`src/hdl/wwdt_pkg.sv`:
```
// Constants and types of the windowed watchdog timing block.
// Assumes one 250 MHz core clock and a decoded register access port.
// Operation
// - A key write before the closed window has elapsed sets the early refresh flag, status bit 1.
// - A window that ends with no key write sets the window expired flag, status bit 0.
// - Both flags stay latched until the status register is read, and that read clears them.
// - While the watchdog is enabled, either flag drives the reset output low, with no mask.
// - Status bit 3 shows live whether the open window is active and a key write is allowed.
// - Divider bit 6 picks challenge/response when 0 and simple windowed operation when 1.
// - The tick period is the divider field in bits 5:0 plus one, times 121.905 us.
// - The closed window lasts the tick period times the field in bits 7:4 plus one, times 8.
// - The open window ends after a further tick period times bits 3:0 plus one, times a scale.
// - Divider and window length registers take writes only while the lock bit is 0.
package wwdt_pkg;

  // ****************************************************************
  // Register map
  // ****************************************************************
  localparam logic [7:0] WWDT_STATUS_OFS = 8'h0D;
  localparam logic [7:0] WWDT_DIV_OFS = 8'h12;
  localparam logic [7:0] WWDT_WIN_OFS = 8'h13;
  localparam logic [7:0] WWDT_KEY_OFS = 8'h15;

  // ****************************************************************
  // Field positions
  // ****************************************************************
  localparam int WWDT_EXP_BIT = 0;
  localparam int WWDT_EARLY_BIT = 1;
  localparam int WWDT_OPEN_BIT = 3;
  localparam int WWDT_SWW_BIT = 6;
  localparam int WWDT_DIV_LSB = 0;
  localparam int WWDT_CLO_LSB = 0;
  localparam int WWDT_OPN_LSB = 4;

  // ****************************************************************
  // Reset values (stand-ins for factory loaded defaults)
  // ****************************************************************
  localparam logic [7:0] WWDT_DIV_RST = 8'h40;
  localparam logic [7:0] WWDT_WIN_RST = 8'h00;

  // ****************************************************************
  // Timing
  // ****************************************************************
  localparam longint WWDT_CLK_PS = 4000;
  localparam longint WWDT_TICK_BASE_PS = 121905000;
  localparam int WWDT_TICK_BASE_CYC = int'(WWDT_TICK_BASE_PS / WWDT_CLK_PS);
  localparam int WWDT_CLOSED_MULT = 8;
  localparam int WWDT_OPEN_SCALE = 8;

  // ****************************************************************
  // Types
  // ****************************************************************
  typedef enum logic [1:0] {
    WWDT_ST_CLOSED = 2'b01,
    WWDT_ST_OPEN = 2'b10
  } wwdt_state_t;

  typedef struct packed {
    logic sww;
    logic [5:0] div;
  } wwdt_div_t;

  typedef struct packed {
    logic [3:0] opn;
    logic [3:0] clo;
  } wwdt_win_t;

endpackage

```
`src/hdl/wwdt_core.sv`:
```
// Windowed watchdog timing, status flags and reset output.
// Assumes the serial interface delivers decoded one-cycle register
// reads and writes, and the lock and enable bits come from elsewhere.
`timescale 1ns/1ps
module wwdt_core #(
  parameter int BASE_CYCLES = wwdt_pkg::WWDT_TICK_BASE_CYC,
  parameter int OPEN_SCALE = wwdt_pkg::WWDT_OPEN_SCALE
) (
  // Clock and reset
  input wire logic core_clk,
  input wire logic rst,
  // Register access
  input wire logic [7:0] reg_addr,
  input wire logic reg_wr,
  input wire logic reg_rd,
  input wire logic [7:0] reg_wdata,
  output logic [7:0] reg_rdata_q,
  // Control bits held outside this block
  input wire logic timing_config_lock,
  input wire logic wd_enable,
  // Watchdog outputs
  output logic reset_output_pin_n_q,
  output logic simple_window_select_q
);

  // ****************************************************************
  // Checks and sizes
  // ****************************************************************
  localparam int WIN_W = 12;
  // Window counter width covers scales up to 247; the check stops at 64
  if (BASE_CYCLES < 1 || OPEN_SCALE < 1 || OPEN_SCALE > 64) begin : g_bad_params
    $error("wwdt_core: unsupported parameter values");
  end

  function automatic logic hit(input logic [7:0] a, input logic [7:0] ofs);
    return a == ofs;
  endfunction

  // ****************************************************************
  // Registers
  // ****************************************************************
  wwdt_pkg::wwdt_div_t div_q;
  wwdt_pkg::wwdt_win_t win_q;
  wwdt_pkg::wwdt_state_t state_q;
  logic early_refresh_flag_q;
  logic window_expired_flag_q;
  logic [31:0] base_cnt_q;
  logic [5:0] div_cnt_q;
  logic [WIN_W-1:0] win_cnt_q;
  logic base_tick;
  logic wd_tick;
  logic key_wr;
  logic stat_rd;
  logic [WIN_W-1:0] closed_len;
  logic [WIN_W-1:0] open_end;
  logic refresh_ok;
  logic early_set;
  logic expire_set;

  assign key_wr = reg_wr && hit(reg_addr, wwdt_pkg::WWDT_KEY_OFS) && wd_enable;
  assign stat_rd = reg_rd && hit(reg_addr, wwdt_pkg::WWDT_STATUS_OFS);

  always_ff @(posedge core_clk or posedge rst) begin
    if (rst) begin
      div_q <= wwdt_pkg::wwdt_div_t'(wwdt_pkg::WWDT_DIV_RST[6:0]);
      win_q <= wwdt_pkg::wwdt_win_t'(wwdt_pkg::WWDT_WIN_RST);
    end else if (reg_wr && !timing_config_lock) begin
      if (hit(reg_addr, wwdt_pkg::WWDT_DIV_OFS)) begin
        div_q <= wwdt_pkg::wwdt_div_t'(reg_wdata[6:0]);
      end
      if (hit(reg_addr, wwdt_pkg::WWDT_WIN_OFS)) begin
        win_q <= wwdt_pkg::wwdt_win_t'(reg_wdata);
      end
    end
  end

  // ****************************************************************
  // Tick generation
  // ****************************************************************
  // Base prescaler free runs so the tick phase never depends on refreshes
  assign base_tick = base_cnt_q == 32'(BASE_CYCLES - 1);
  assign wd_tick = base_tick && (div_cnt_q >= div_q.div);

  always_ff @(posedge core_clk or posedge rst) begin
    if (rst) begin
      base_cnt_q <= 32'h0000_0000;
    end else if (base_tick) begin
      base_cnt_q <= 32'h0000_0000;
    end else begin
      base_cnt_q <= base_cnt_q + 32'h0000_0001;
    end
  end

  always_ff @(posedge core_clk or posedge rst) begin
    if (rst) begin
      div_cnt_q <= 6'h00;
    end else if (wd_tick) begin
      div_cnt_q <= 6'h00;
    end else if (base_tick) begin
      div_cnt_q <= div_cnt_q + 6'h01;
    end
  end

  // ****************************************************************
  // Window timer
  // ****************************************************************
  assign closed_len = WIN_W'((32'(win_q.opn) + 32'd1) * wwdt_pkg::WWDT_CLOSED_MULT);
  assign open_end = closed_len
    + WIN_W'((32'(win_q.clo) + 32'd1) * OPEN_SCALE);
  assign refresh_ok = state_q == wwdt_pkg::WWDT_ST_OPEN;
  assign early_set = key_wr && !refresh_ok;
  assign expire_set = wd_enable && refresh_ok && wd_tick && !key_wr
    && (win_cnt_q + WIN_W'(1) >= open_end);

  always_ff @(posedge core_clk or posedge rst) begin
    if (rst) begin
      state_q <= wwdt_pkg::WWDT_ST_CLOSED;
      win_cnt_q <= '0;
    end else if (!wd_enable || key_wr || expire_set) begin
      // Any refresh, violation or expiry starts a fresh closed window
      state_q <= wwdt_pkg::WWDT_ST_CLOSED;
      win_cnt_q <= '0;
    end else if (wd_tick) begin
      win_cnt_q <= win_cnt_q + WIN_W'(1);
      unique case (state_q)
        wwdt_pkg::WWDT_ST_CLOSED: begin
          if (win_cnt_q + WIN_W'(1) >= closed_len) begin
            state_q <= wwdt_pkg::WWDT_ST_OPEN;
          end
        end
        wwdt_pkg::WWDT_ST_OPEN: begin
          state_q <= wwdt_pkg::WWDT_ST_OPEN;
        end
        default: begin
          state_q <= wwdt_pkg::WWDT_ST_CLOSED;
        end
      endcase
    end
  end

  // ****************************************************************
  // Status flags
  // ****************************************************************
  // Set beats the clearing read so no event is lost
  always_ff @(posedge core_clk or posedge rst) begin
    if (rst) begin
      early_refresh_flag_q <= 1'b0;
      window_expired_flag_q <= 1'b0;
    end else begin
      early_refresh_flag_q <= early_set || (early_refresh_flag_q && !stat_rd);
      window_expired_flag_q <= expire_set || (window_expired_flag_q && !stat_rd);
    end
  end

  // ****************************************************************
  // Outputs
  // ****************************************************************
  always_ff @(posedge core_clk or posedge rst) begin
    if (rst) begin
      reset_output_pin_n_q <= 1'b1;
    end else begin
      reset_output_pin_n_q <= !(wd_enable
        && (early_refresh_flag_q || window_expired_flag_q));
    end
  end

  always_ff @(posedge core_clk or posedge rst) begin
    if (rst) begin
      simple_window_select_q <= 1'b0;
    end else begin
      simple_window_select_q <= div_q.sww;
    end
  end

  always_ff @(posedge core_clk or posedge rst) begin
    if (rst) begin
      reg_rdata_q <= 8'h00;
    end else if (reg_rd) begin
      reg_rdata_q <= 8'h00;
      if (hit(reg_addr, wwdt_pkg::WWDT_STATUS_OFS)) begin
        reg_rdata_q[wwdt_pkg::WWDT_OPEN_BIT] <= refresh_ok && wd_enable;
        reg_rdata_q[wwdt_pkg::WWDT_EARLY_BIT] <= early_refresh_flag_q;
        reg_rdata_q[wwdt_pkg::WWDT_EXP_BIT] <= window_expired_flag_q;
      end else if (hit(reg_addr, wwdt_pkg::WWDT_DIV_OFS)) begin
        reg_rdata_q <= {1'b0, div_q};
      end else if (hit(reg_addr, wwdt_pkg::WWDT_WIN_OFS)) begin
        reg_rdata_q <= win_q;
      end
    end
  end

endmodule // wwdt_core

```
`config.mk`:
```
export PLATFORM = sky130hd
export DESIGN_NAME = wwdt_core
export DESIGN_NICKNAME = d
export VERILOG_FILES = /design/src/hdl/wwdt_pkg.sv /design/src/hdl/wwdt_core.sv
export SDC_FILE = /design/constraint.sdc
export NUM_CORES = 1
export LEC_CHECK = 0
export ABC_AREA = 1
export BUFFER_PORTS_ARGS = -buffer_cell sky130_fd_sc_hd__buf_2
export CORE_MARGIN = 10
export CORE_UTILIZATION = 40
export DETAILED_ROUTE_END_ITERATION = 10
export PLACE_DENSITY = 0.53
export SLEW_MARGIN = 20
export SYNTH_ARGS = -nofsm -noshare
export SYNTH_HDL_FRONTEND = slang
export SYNTH_SLANG_ARGS = --single-unit
```
`constraint.sdc`:
```
create_clock -name core_clk -period 3.03 [get_ports core_clk]
set_input_delay 0.303 -clock core_clk [delete_from_list [all_inputs] [get_ports core_clk]]
set_output_delay 0.303 -clock core_clk [all_outputs]
set_load 0.01 [all_outputs]
```
==> impl_metrics.toml, run 1 <==
[yosys]
synthesis.instances = 694
synth_edf_count = 0
postSynth.topFlopCell = "dfrtp_1"
syn_nets = 745
synth-seq-area-share = 0.386
syn_area_sq_um = 5130
synthDistinctLibCells = 41
synth_warnings = 0
number_of_register_bits_inferred_by_synthesis = 79
async_reset_ff_frac = 1.00
post_synth.cell_area_avg_sq_um = 7.39

[detailed_routing]
post-route-drc-count = 0
firstDrtPassIters = 5
route.antenna.remaining_nets = 0
wl_per_instance_microns = 13.9
initialDrtViolationCount = 339
wirelength_mm = 12.8
vias_per_cell = 4.89
total_number_of_vias = 4501

[run_status]
result_of_the_run = "finished clean"

[cells_and_area]
nNetsFinal = 795
fraction_of_final_layout_cells_with_drive_strength_greater_than_1 = 0.172
areaGrowthSynthToFinish_pct = 17.8
antenna_cells_inserted = 0
layout.core_utilization = 0.481

[timing]
clock_period_minus_final_worst_setup_slack_ns = 2.91
report.final.setup_viol = 0
max_clock_freq_ghz = 0.343
slew_headroom = 0.416
final.setup.tns_ns = 0
worst_pin_slew_ns = 0.876
finalWorstSetupSlack_ns = 0.115
holdWs_ns = 0.117
grt_setup_unrepaired = "yes"
final-hold-violation-count = 0
slew_viol_final = 0
worst_clock_skew_ns = 0.00696
final_min_period_over_clock_period = 0.962

[pwr]
power.net_switching_mw = 0.560
internal_power_of_the_cells_mw = 1.74
seq_power_share = 0.470
clock_power_share = 0.458
power.density_nw_per_um2 = 381
switching_share = 0.243
fin_total_pwr_mw = 2.30
power_leakage_nw = 3.04
irDropWorstVdd_uv = 279
power_frac_comb = 0.072

[floorplanning]
die_x_microns = 133
rows = 41
floorplan.initialDensity = 0.408
core_sq_um = 12600
die_h_microns = 133
num_io_pins = 32
design.die.area_sq_um = 17800

[setup_path]
worstSetupPathType = "register to register"
crit_fanout = 4
timing.critical_path.from_type = "register"
setup.worst_path.end_class = "register"
worstPathArrival_ns = 3.20
worstPathRequired_ns = 3.31

[job]
maxCapViolCount = 0

[cts]
cts-root-to-sink-buffers = 2
tritoncts = "done"
source_to_sink_clock_delay_at_the_later_pin_of_the_worst_skew_pair_ns = 0.34
clk_pin_slew_ns = 0.06
cts_sinks = 79
cts-buffers-inserted = 9
ctsHtreeMaxLevel = 3
post_cts_hold_buffer_count = 0
root_buffer = "clkbuf_16"

[worst_hold_path]
holdCritPathClass = "primary input to async pin"

[global_routing]
grt_max_degree = 50
overflow = 0
grtUsageTotal = 0.147
antenna_violations_before_repair = 0
via_count_of_the_first_global_routing_pass = 4428
grt_pass1_wl_mm = 21.5

[place]
detailedPlacementHpwl_mm = 9.91
preCtsSetupSlack_ns = 0.0394
gpl.final_weighted_congestion = 0.883
place.port_buffers = 31
-- stage by stage --
| step | instances | instance area, sq um |
|---|---|---|
| final | 921 | 6040 |
| after global routing | 921 | 6040 |
| after CTS | 912 | 5810 |
| after detailed placement | 896 | 5510 |
| after global placement | 896 | 5510 |
| after floorplan | 694 | 5130 |
-- cell usage after synthesis, types with 2 or more instances --
library cell | count | area (sq um)
a21oi_2 | 6 | 52.6
nor4_1 | 3 | 18.8
nand3_2 | 3 | 30.0
ha_1 | 28 | 350
dfstp_2 | 3 | 78.8
xnor2_1 | 7 | 61.3
nand2_1 | 172 | 646
nand3b_1 | 4 | 30.0
clkbuf_1 | 4 | 15.0
nor2_2 | 12 | 75.1
o21ai_1 | 3 | 15.0
nand3_1 | 45 | 225
a21oi_1 | 15 | 75.1
buf_6 | 2 | 22.5
dfrtp_1 | 76 | 1900
nor3_2 | 2 | 20.0
nand4_1 | 9 | 56.3
inv_2 | 8 | 30.0
nand2_2 | 9 | 56.3
inv_1 | 108 | 405
xor2_1 | 25 | 219
o22ai_1 | 3 | 18.8
nor2_1 | 76 | 285
o21ai_0 | 36 | 180
a211oi_1 | 2 | 15.0
nor3_1 | 18 | 90.1
-- layout by cell type (no fill, tap or decap), types with 3 or more instances in the layout --
master,instances
inv_2,9
nand3b_1,4
nand3_1,43
nand2_2,9
o21ai_0,36
nor2_4,5
clkbuf_16,10
inv_1,106
buf_4,11
clkinv_2,3
dfrtp_1,72
ha_1,25
nor2_1,76
nor4_1,3
nor2_2,8
nand4_1,9
dfstp_2,3
nor3_1,18
o22ai_1,3
nand2_1,171
buf_2,31
nand3_2,5
dfrtp_2,4
a21oi_1,12
o21ai_1,3
xnor2_1,7
xor2_1,22
a21oi_2,8
-- cell type report --
class | instances | area [sq um]
clock inverters | 5 | 41.3
flip-flops and latches | 79 | 1990
inverters | 118 | 445
multi-input cells | 491 | 2800
well taps | 172 | 215
fillers | 1290 | 6530
repair buffers | 45 | 303
clock buffers | 11 | 253
-- layer usage --
| layer | GRT usage | vias up | share of wire |
|---|---|---|---|
| met3 | 0.0286 | 14 | 0.051 |
| met1 | 0.213 | 2106 | 0.52 |
| li1 | - | 2291 | - |
| met5 | 0 | - | 0 |
| met2 | 0.211 | 90 | 0.42 |
| met4 | 0.0526 | 0 | 0.014 |
-- power groups by stage --
stage               registers, mW  logic (mW)  clock network [mW]
floorplan                    1.10      0.0972                   0
global placement             1.10       0.145                   0
detailed placement           1.10       0.148                   0
CTS                          1.08       0.148                1.09
global route                 1.08       0.191                1.13
finish                       1.08       0.166                1.05
-- critical path, cell delays in order, from the launching register on --
cell	delay, ns
dfrtp_2	0.45
ha_4	0.19
xor2_4	0.28
ha_4	0.25
a21oi_2	0.13
o21ai_1	0.09
xnor2_1	0.13
ha_1	0.31
nand2_2	0.08
inv_2	0.04
a21oi_2	0.13
nand2_1	0.06
nand2_1	0.05
nand3_1	0.06
nor2_1	0.09
nor2_1	0.05
nor2_2	0.17
buf_4	0.16
nand3_2	0.06
nand2_1	0.06
-- worst paths after layout --
| kind | startpoint | endpoint | slack [ns] | depth (start not counted) |
|---|---|---|---|---|
| hold reg to reg | div_q[6]$_DFFE_PP1P_ | simple_window_select_q$_DFF_PP0_ | 0.41 | 0 |
| setup / recovery | win_q[5]$_DFFE_PP0P_ | win_cnt_q[1]$_DFFE_PP0P_ | 0.12 | 19 |
| min in group core_clk | reg_wdata[6] | div_q[6]$_DFFE_PP1P_ | 0.20 | 3 |
| hold / removal | rst | reg_rdata_q[1]$_DFFE_PP0P_ | 0.12 | 2 |
| max in group asynchronous | rst | base_cnt_q[22]$_DFF_PP0_ | 2.18 | 3 |
| setup reg to reg | win_q[5]$_DFFE_PP0P_ | win_cnt_q[1]$_DFFE_PP0P_ | 0.12 | 19 |
-- cells by family after synthesis --
logic type / count (synthesis) / share of synthesized area
buffers and inverters: 124 / 0.0939
adder cells (fa/ha/maj): 29 / 0.0722
flip-flops: 79 / 0.386
AO/OA/AOI/OAI: 71 / 0.0793
XOR/XNOR: 33 / 0.0578
AND/OR/NAND/NOR: 358 / 0.311
-- registers in the layout, summed over array words and instances (netlist names) --
signal,cells
base_cnt_q,32
div_cnt_q,6
div_q,7
early_refresh_flag_q,1
reg_rdata_q,8
reset_output_pin_n_q,1
simple_window_select_q,1
state_q,2
win_cnt_q,12
win_q,8
window_expired_flag_q,1
-- what timing repair did --
action | 4_1_cts | 5_1_grt
buffers inserted | 0 | 8
resized for setup | 0 | 28
endpoints found under the setup margin | 0 | 15
Note: power is estimated with default switching activity, not from simulation.
==> run 2, diff against run 1 <==
- clock period: 3.03 -> 2.94 ns (I/O delays scaled with it)
==> impl_metrics.toml, run 2 (synthesis gave the netlist of run 1 again) <==
[run_status]
result_of_the_run = "finished clean"

[global_routing]
overflow = 0
via_count_of_the_first_global_routing_pass = 4561
grtUsageMet3 = 0.0286
global_route_track_usage_on_met2 = 0.213
globalRouteMet1Util = 0.216
grt-busiest-layer = "met1"
grt_pass1_wl_mm = 22.1
antenna_violations_before_repair = 0
grtUsageTotal = 0.150
grt_max_degree = 48

[floorplanning]
design.die.area_sq_um = 17800
core_sq_um = 12600
floorplan.initialDensity = 0.408
die_x_microns = 133
num_io_pins = 32
rows = 41
die_h_microns = 133

[timing]
worst_clock_skew_ns = 0.0103
clock_period_minus_final_worst_setup_slack_ns = 2.82
slew_headroom = 0.446
grt_setup_unrepaired = "yes"
slew_viol_final = 0
final_min_period_over_clock_period = 0.959
max_clock_freq_ghz = 0.355
worst_pin_slew_ns = 0.830
report.final.setup_viol = 0
holdWs_ns = 0.0837
final-hold-violation-count = 0

[cells_and_area]
layout_commonest_cell = "nand2_1"
most_frequent_cells_in_the_layout = "170 x nand2_1, 106 x inv_1, 76 x nor2_1"
largest_register_ff_count = 32
nNetsFinal = 800
largest_registers = "base_cnt_q (32), win_cnt_q (12)"
areaGrowthSynthToFinish_pct = 19.3
multi_input_area_sq_um = 2820
seqCellArea_sq_um = 1990
largest_register = "base_cnt_q"
num-fill-cells = 1268
antenna_cells_inserted = 0
fraction_of_final_layout_cells_with_drive_strength_greater_than_1 = 0.184

[setup_path]
crit_top_cell = "nand2_1"
worstPathRequired_ns = 3.23
cpPeakStageDelay_ns = 0.41
timing.critical_path.cells = "buf_6, nand3_4, xor2_1, ha_1, a21oi_2, nand2_2, xnor2_2, ha_1, nand2_2, inv_2, a21oi_2, nand2_1, nand2_1, nand3_1, nor2_1, nor2_1, nor2_2, buf_6, nand3_1, nand2_1"
worstPathArrival_ns = 3.11
critical_path.slowest_cell = "dfrtp_1"
worstSetupPathType = "register to register"
crit_fanout = 4
timing.critical_path.from_type = "register"
internal_reg_to_reg_setup_slack_ns = 0.12
setup.worst_path.end_class = "register"

[cts]
cts-root-to-sink-buffers = 2
cts-buffers-inserted = 9
ctsHtreeMaxLevel = 3
tritoncts = "done"
root_buffer = "clkbuf_16"
cts_sinks = 79
source_to_sink_clock_delay_at_the_later_pin_of_the_worst_skew_pair_ns = 0.35
clk_pin_slew_ns = 0.06
post_cts_hold_buffer_count = 0

[place]
gpl.final_weighted_congestion = 0.867
place.port_buffers = 31
detailedPlacementHpwl_mm = 9.93

[detailed_routing]
total_number_of_vias = 4512
firstDrtPassIters = 4
wl_per_instance_microns = 13.9
post-route-drc-count = 0
initialDrtViolationCount = 206
route.antenna.remaining_nets = 0
vias_per_cell = 4.87
wirelength_mm = 12.9

[pwr]
power_leakage_nw = 3.06
irDropWorstVdd_uv = 274
fin_total_pwr_mw = 2.43
power.density_nw_per_um2 = 397

[worst_hold_path]
holdCritPathClass = "primary input to async pin"

[job]
maxCapViolCount = 0
-- run 2: cell types whose count changed in the layout (fill, tap and decap cells not counted), moves of 2 or more --
cell / change
clkbuf_1: +2
buf_4: +3
buf_6: +2
nor2_2: +4
nor2_4: -4
nand3_1: -2
-- run 2: area by class of cell --
class,count,area share
Multi-Input combinational cell,491,0.461
Sequential cell,79,0.325
Inverter,118,0.0728
Timing Repair Buffer,50,0.0569
Clock buffer,12,0.0403
Tap cell,172,0.0352
Clock inverter,4,0.00900
-- run 2: path summary, 6_finish.rpt --
path | start | endpoint | cells past startpoint
max | win_q[0]$_DFFE_PP0P_ | state_q[0]$_DFFE_PP1P_ | 20
min in group core_clk | reg_wdata[6] | div_q[6]$_DFFE_PP1P_ | 3
max in group asynchronous | rst | div_q[6]$_DFFE_PP1P_ | 3
max reg2reg | win_q[0]$_DFFE_PP0P_ | state_q[0]$_DFFE_PP1P_ | 20
min | rst | base_cnt_q[4]$_DFF_PP0_ | 2
min reg2reg | div_q[6]$_DFFE_PP1P_ | simple_window_select_q$_DFF_PP0_ | 0
-- run 2: metrics by stage --
| stage | std cells | setup WS (ns) | cell area [sq um] | util | setup TNS, ns |
|---|---|---|---|---|---|
| floorplan | 694 | 0.263 | 5130 | - | 0 |
| global placement | 901 | 0.0887 | 5560 | 0.443 | 0 |
| detailed placement | 901 | -0.0155 | 5560 | 0.443 | -0.0311 |
| CTS | 920 | 0.00838 | 5910 | 0.470 | 0 |
| global route | 926 | -0.106 | 6120 | 0.487 | -1.31 |
| finish | 926 | 0.119 | 6120 | 0.487 | 0 |
-- run 2: what timing repair did --
item | in CTS | in global routing
pin swaps | 2 | 26
setup endpoints to repair | 10 | 15
buffers inserted | 3 | 5
resized for setup | 3 | 31
cloned | 0 | 1
-- run 2: critical path: cells and delay by family (launching register included) --
family	cells	cell delay [ns]
simple gates	11	0.80
fa+ha+maj	2	0.67
buf+inv	3	0.29
compound gates	2	0.30
flops	1	0.41
xor+xnor	2	0.29
-- run 2: metal layers --
metal / wire, microns / vias up
met5: 0 / -
met4: 249 / 0
met3: 536 / 20
met2: 5460 / 85
met1: 6630 / 2112
li1: - / 2295
-- run 2: where the power goes --
group | internal (mW) | total (mW) | switching [mW] | leakage, nW
clock | 0.684 | 1.14 | 0.454 | 0.143
combinational | 0.0715 | 0.175 | 0.104 | 1.86
sequential | 1.10 | 1.12 | 0.0129 | 1.06
total | 1.86 | 2.43 | 0.571 | 3.06
==> run 3, diff against run 2 <==
- REMOVE_ABC_BUFFERS: not set -> 1
==> impl_metrics.toml, run 3 (synthesis gave the netlist of run 1 again) <==
[place]
preCtsSetupSlack_ns = -0.0566
place.port_buffers = 31
gpl.final_weighted_congestion = 0.897
post-place-cells = 902
detailedPlacementHpwl_mm = 10.0

[cells_and_area]
largest_registers = "base_cnt_q (32), win_cnt_q (12)"
layout_commonest_cell = "nand2_1"
areaGrowthSynthToFinish_pct = 19.6
largest_register = "base_cnt_q"
num-fill-cells = 1241
antenna_cells_inserted = 0
fraction_of_final_layout_cells_with_drive_strength_greater_than_1 = 0.180
count_of_non_filler_cells_in_the_finished_layout = 924
most_frequent_cells_in_the_layout = "171 x nand2_1, 107 x inv_1, 76 x nor2_1"
largest_register_ff_count = 32
nNetsFinal = 798

[detailed_routing]
total_number_of_vias = 4494
post-route-drc-count = 0
wl_per_instance_microns = 14.0
firstDrtPassIters = 5
vias_per_cell = 4.86
route.antenna.remaining_nets = 0
initialDrtViolationCount = 454
wirelength_mm = 12.9

[timing]
holdWs_ns = 0.0594
final-hold-violation-count = 0
slew_headroom = 0.493
worst_clock_skew_ns = 0.00813
final.setup.tns_ns = 0
clock_period_minus_final_worst_setup_slack_ns = 2.86
final_min_period_over_clock_period = 0.974
max_clock_freq_ghz = 0.349
report.final.setup_viol = 0
grt_setup_unrepaired = "yes"
worst_pin_slew_ns = 0.760
slew_viol_final = 0
finalWorstSetupSlack_ns = 0.0763

[floorplanning]
num_io_pins = 32
core_sq_um = 12600
floorplan.initialDensity = 0.408
die_h_microns = 133
rows = 41
design.die.area_sq_um = 17800
die_x_microns = 133

[setup_path]
critical_path.slowest_cell = "dfrtp_1"
crit_end = "state_q[1]$_DFFE_PP0P_"
crit_top_cell = "nand2_1"
cpPeakStageDelay_ns = 0.42
timing.critical_path.from = "win_q[0]$_DFFE_PP0P_"
crit_fanout = 5
rr_startpoint = "win_q[0]$_DFFE_PP0P_"
timing.rr.end = "state_q[1]$_DFFE_PP0P_"
setup.worst_path.end_class = "register"
internal_reg_to_reg_setup_slack_ns = 0.08
timing.critical_path.cells = "buf_4, nand3_2, xor2_2, ha_4, a21oi_1, nand2_1, xnor2_1, ha_1, nand2_1, inv_1, a21oi_2, nand2_1, nand2_1, nand3_1, nor2_1, nor2_1, nor2_2, nand2_1, nand2_1, nand2_1"
timing.critical_path.from_type = "register"
rr_worst_depth = 20
worstPathArrival_ns = 3.10
worstSetupPathType = "register to register"
worstPathRequired_ns = 3.18

[cts]
root_buffer = "clkbuf_16"
cts-root-to-sink-buffers = 2
ctsHtreeMaxLevel = 3
cts-buffers-inserted = 9
clk_pin_slew_ns = 0.06
cts_sinks = 79
source_to_sink_clock_delay_at_the_later_pin_of_the_worst_skew_pair_ns = 0.35
tritoncts = "done"

[global_routing]
via_count_of_the_first_global_routing_pass = 4484
grt_max_degree = 42
grt_pass1_wl_mm = 22.2
grtUsageTotal = 0.153
antenna_violations_before_repair = 0
overflow = 0

[pwr]
power_leakage_nw = 3.09
irDropWorstVdd_uv = 219
power.density_nw_per_um2 = 427

[job]
maxCapViolCount = 0

[run_status]
result_of_the_run = "finished clean"

[worst_hold_path]
holdCritPathClass = "primary input to async pin"
## run 3: cell count changes in the layout (fill, tap and decap cells not counted), moves of 2 or more
cell       before  now
a21oi_2         9    7
a21oi_1        11   13
bufinv_16       1    3
nand3_1        41   43
clkbuf_1        2    0
ha_4            3    5
buf_6           2    0
## run 3: worst max-delay path, delay by kind of cell (launching register included)
kind	cells	cell delay (ns)
xor+xnor	2	0.35
buf+inv	2	0.20
fa+ha+maj	2	0.53
simple gates	12	0.99
flops	1	0.42
compound gates	2	0.29
## run 3: stage by stage
stage	power [mW]	utilization	area, sq um
3_5_place_dp	1.29	0.442	5560
2_1_floorplan	1.23	-	5090
3_3_place_gp	1.29	0.442	5560
6_report	2.62	0.488	6130
5_1_grt	2.73	0.488	6130
4_1_cts	2.64	0.474	5950
## run 3: final cells by class
class | instances | area (sq um) | share of cell area
clock buffers | 11 | 253 | 0.0412
flip-flops and latches | 79 | 1990 | 0.324
inverters | 118 | 445 | 0.0726
clock inverters | 5 | 104 | 0.0169
multi-input cells | 491 | 2820 | 0.460
repair buffers | 48 | 308 | 0.0502
well taps | 172 | 215 | 0.0351
## run 3: power by group
part	internal, mW	switching, mW
Clock	0.876	0.461
Combinational	0.0651	0.104
Sequential	1.10	0.0121
Total	2.04	0.577
## run 3: worst min path at each step
| stage | startpoint | endpoint | slack, ns | cells past startpoint |
|---|---|---|---|---|
| final | rst | win_cnt_q[10]$_DFFE_PP0P_ | 0.06 | 2 |
| after detailed placement | div_q[6]$_DFFE_PP1P_ | simple_window_select_q$_DFF_PP0_ | 0.41 | 0 |
| after global routing | rst | win_cnt_q[10]$_DFFE_PP0P_ | 0.12 | 2 |
| after global placement | div_q[6]$_DFFE_PP1P_ | simple_window_select_q$_DFF_PP0_ | 0.40 | 0 |
| after floorplan | wd_enable | reset_output_pin_n_q$_DFF_PP1_ | 0.36 | 1 |
| after CTS | rst | win_cnt_q[10]$_DFFE_PP0P_ | 0.08 | 2 |
## run 3: what timing repair did
item / in CTS / in global routing
pin swaps: 2 / 9
setup buffers: 2 / 4
hold buffers: 0 / 0
endpoints found under the setup margin: 13 / 14
gates resized for setup: 4 / 22
## run 3: per-layer routing
| layer | part of all wire | vias up | GRT usage |
|---|---|---|---|
| li1 | - | 2299 | - |
| met1 | 0.52 | 2087 | 0.213 |
| met2 | 0.43 | 90 | 0.227 |
| met3 | 0.038 | 18 | 0.0282 |
| met4 | 0.022 | 0 | 0.0647 |
| met5 | 0 | - | 0 |
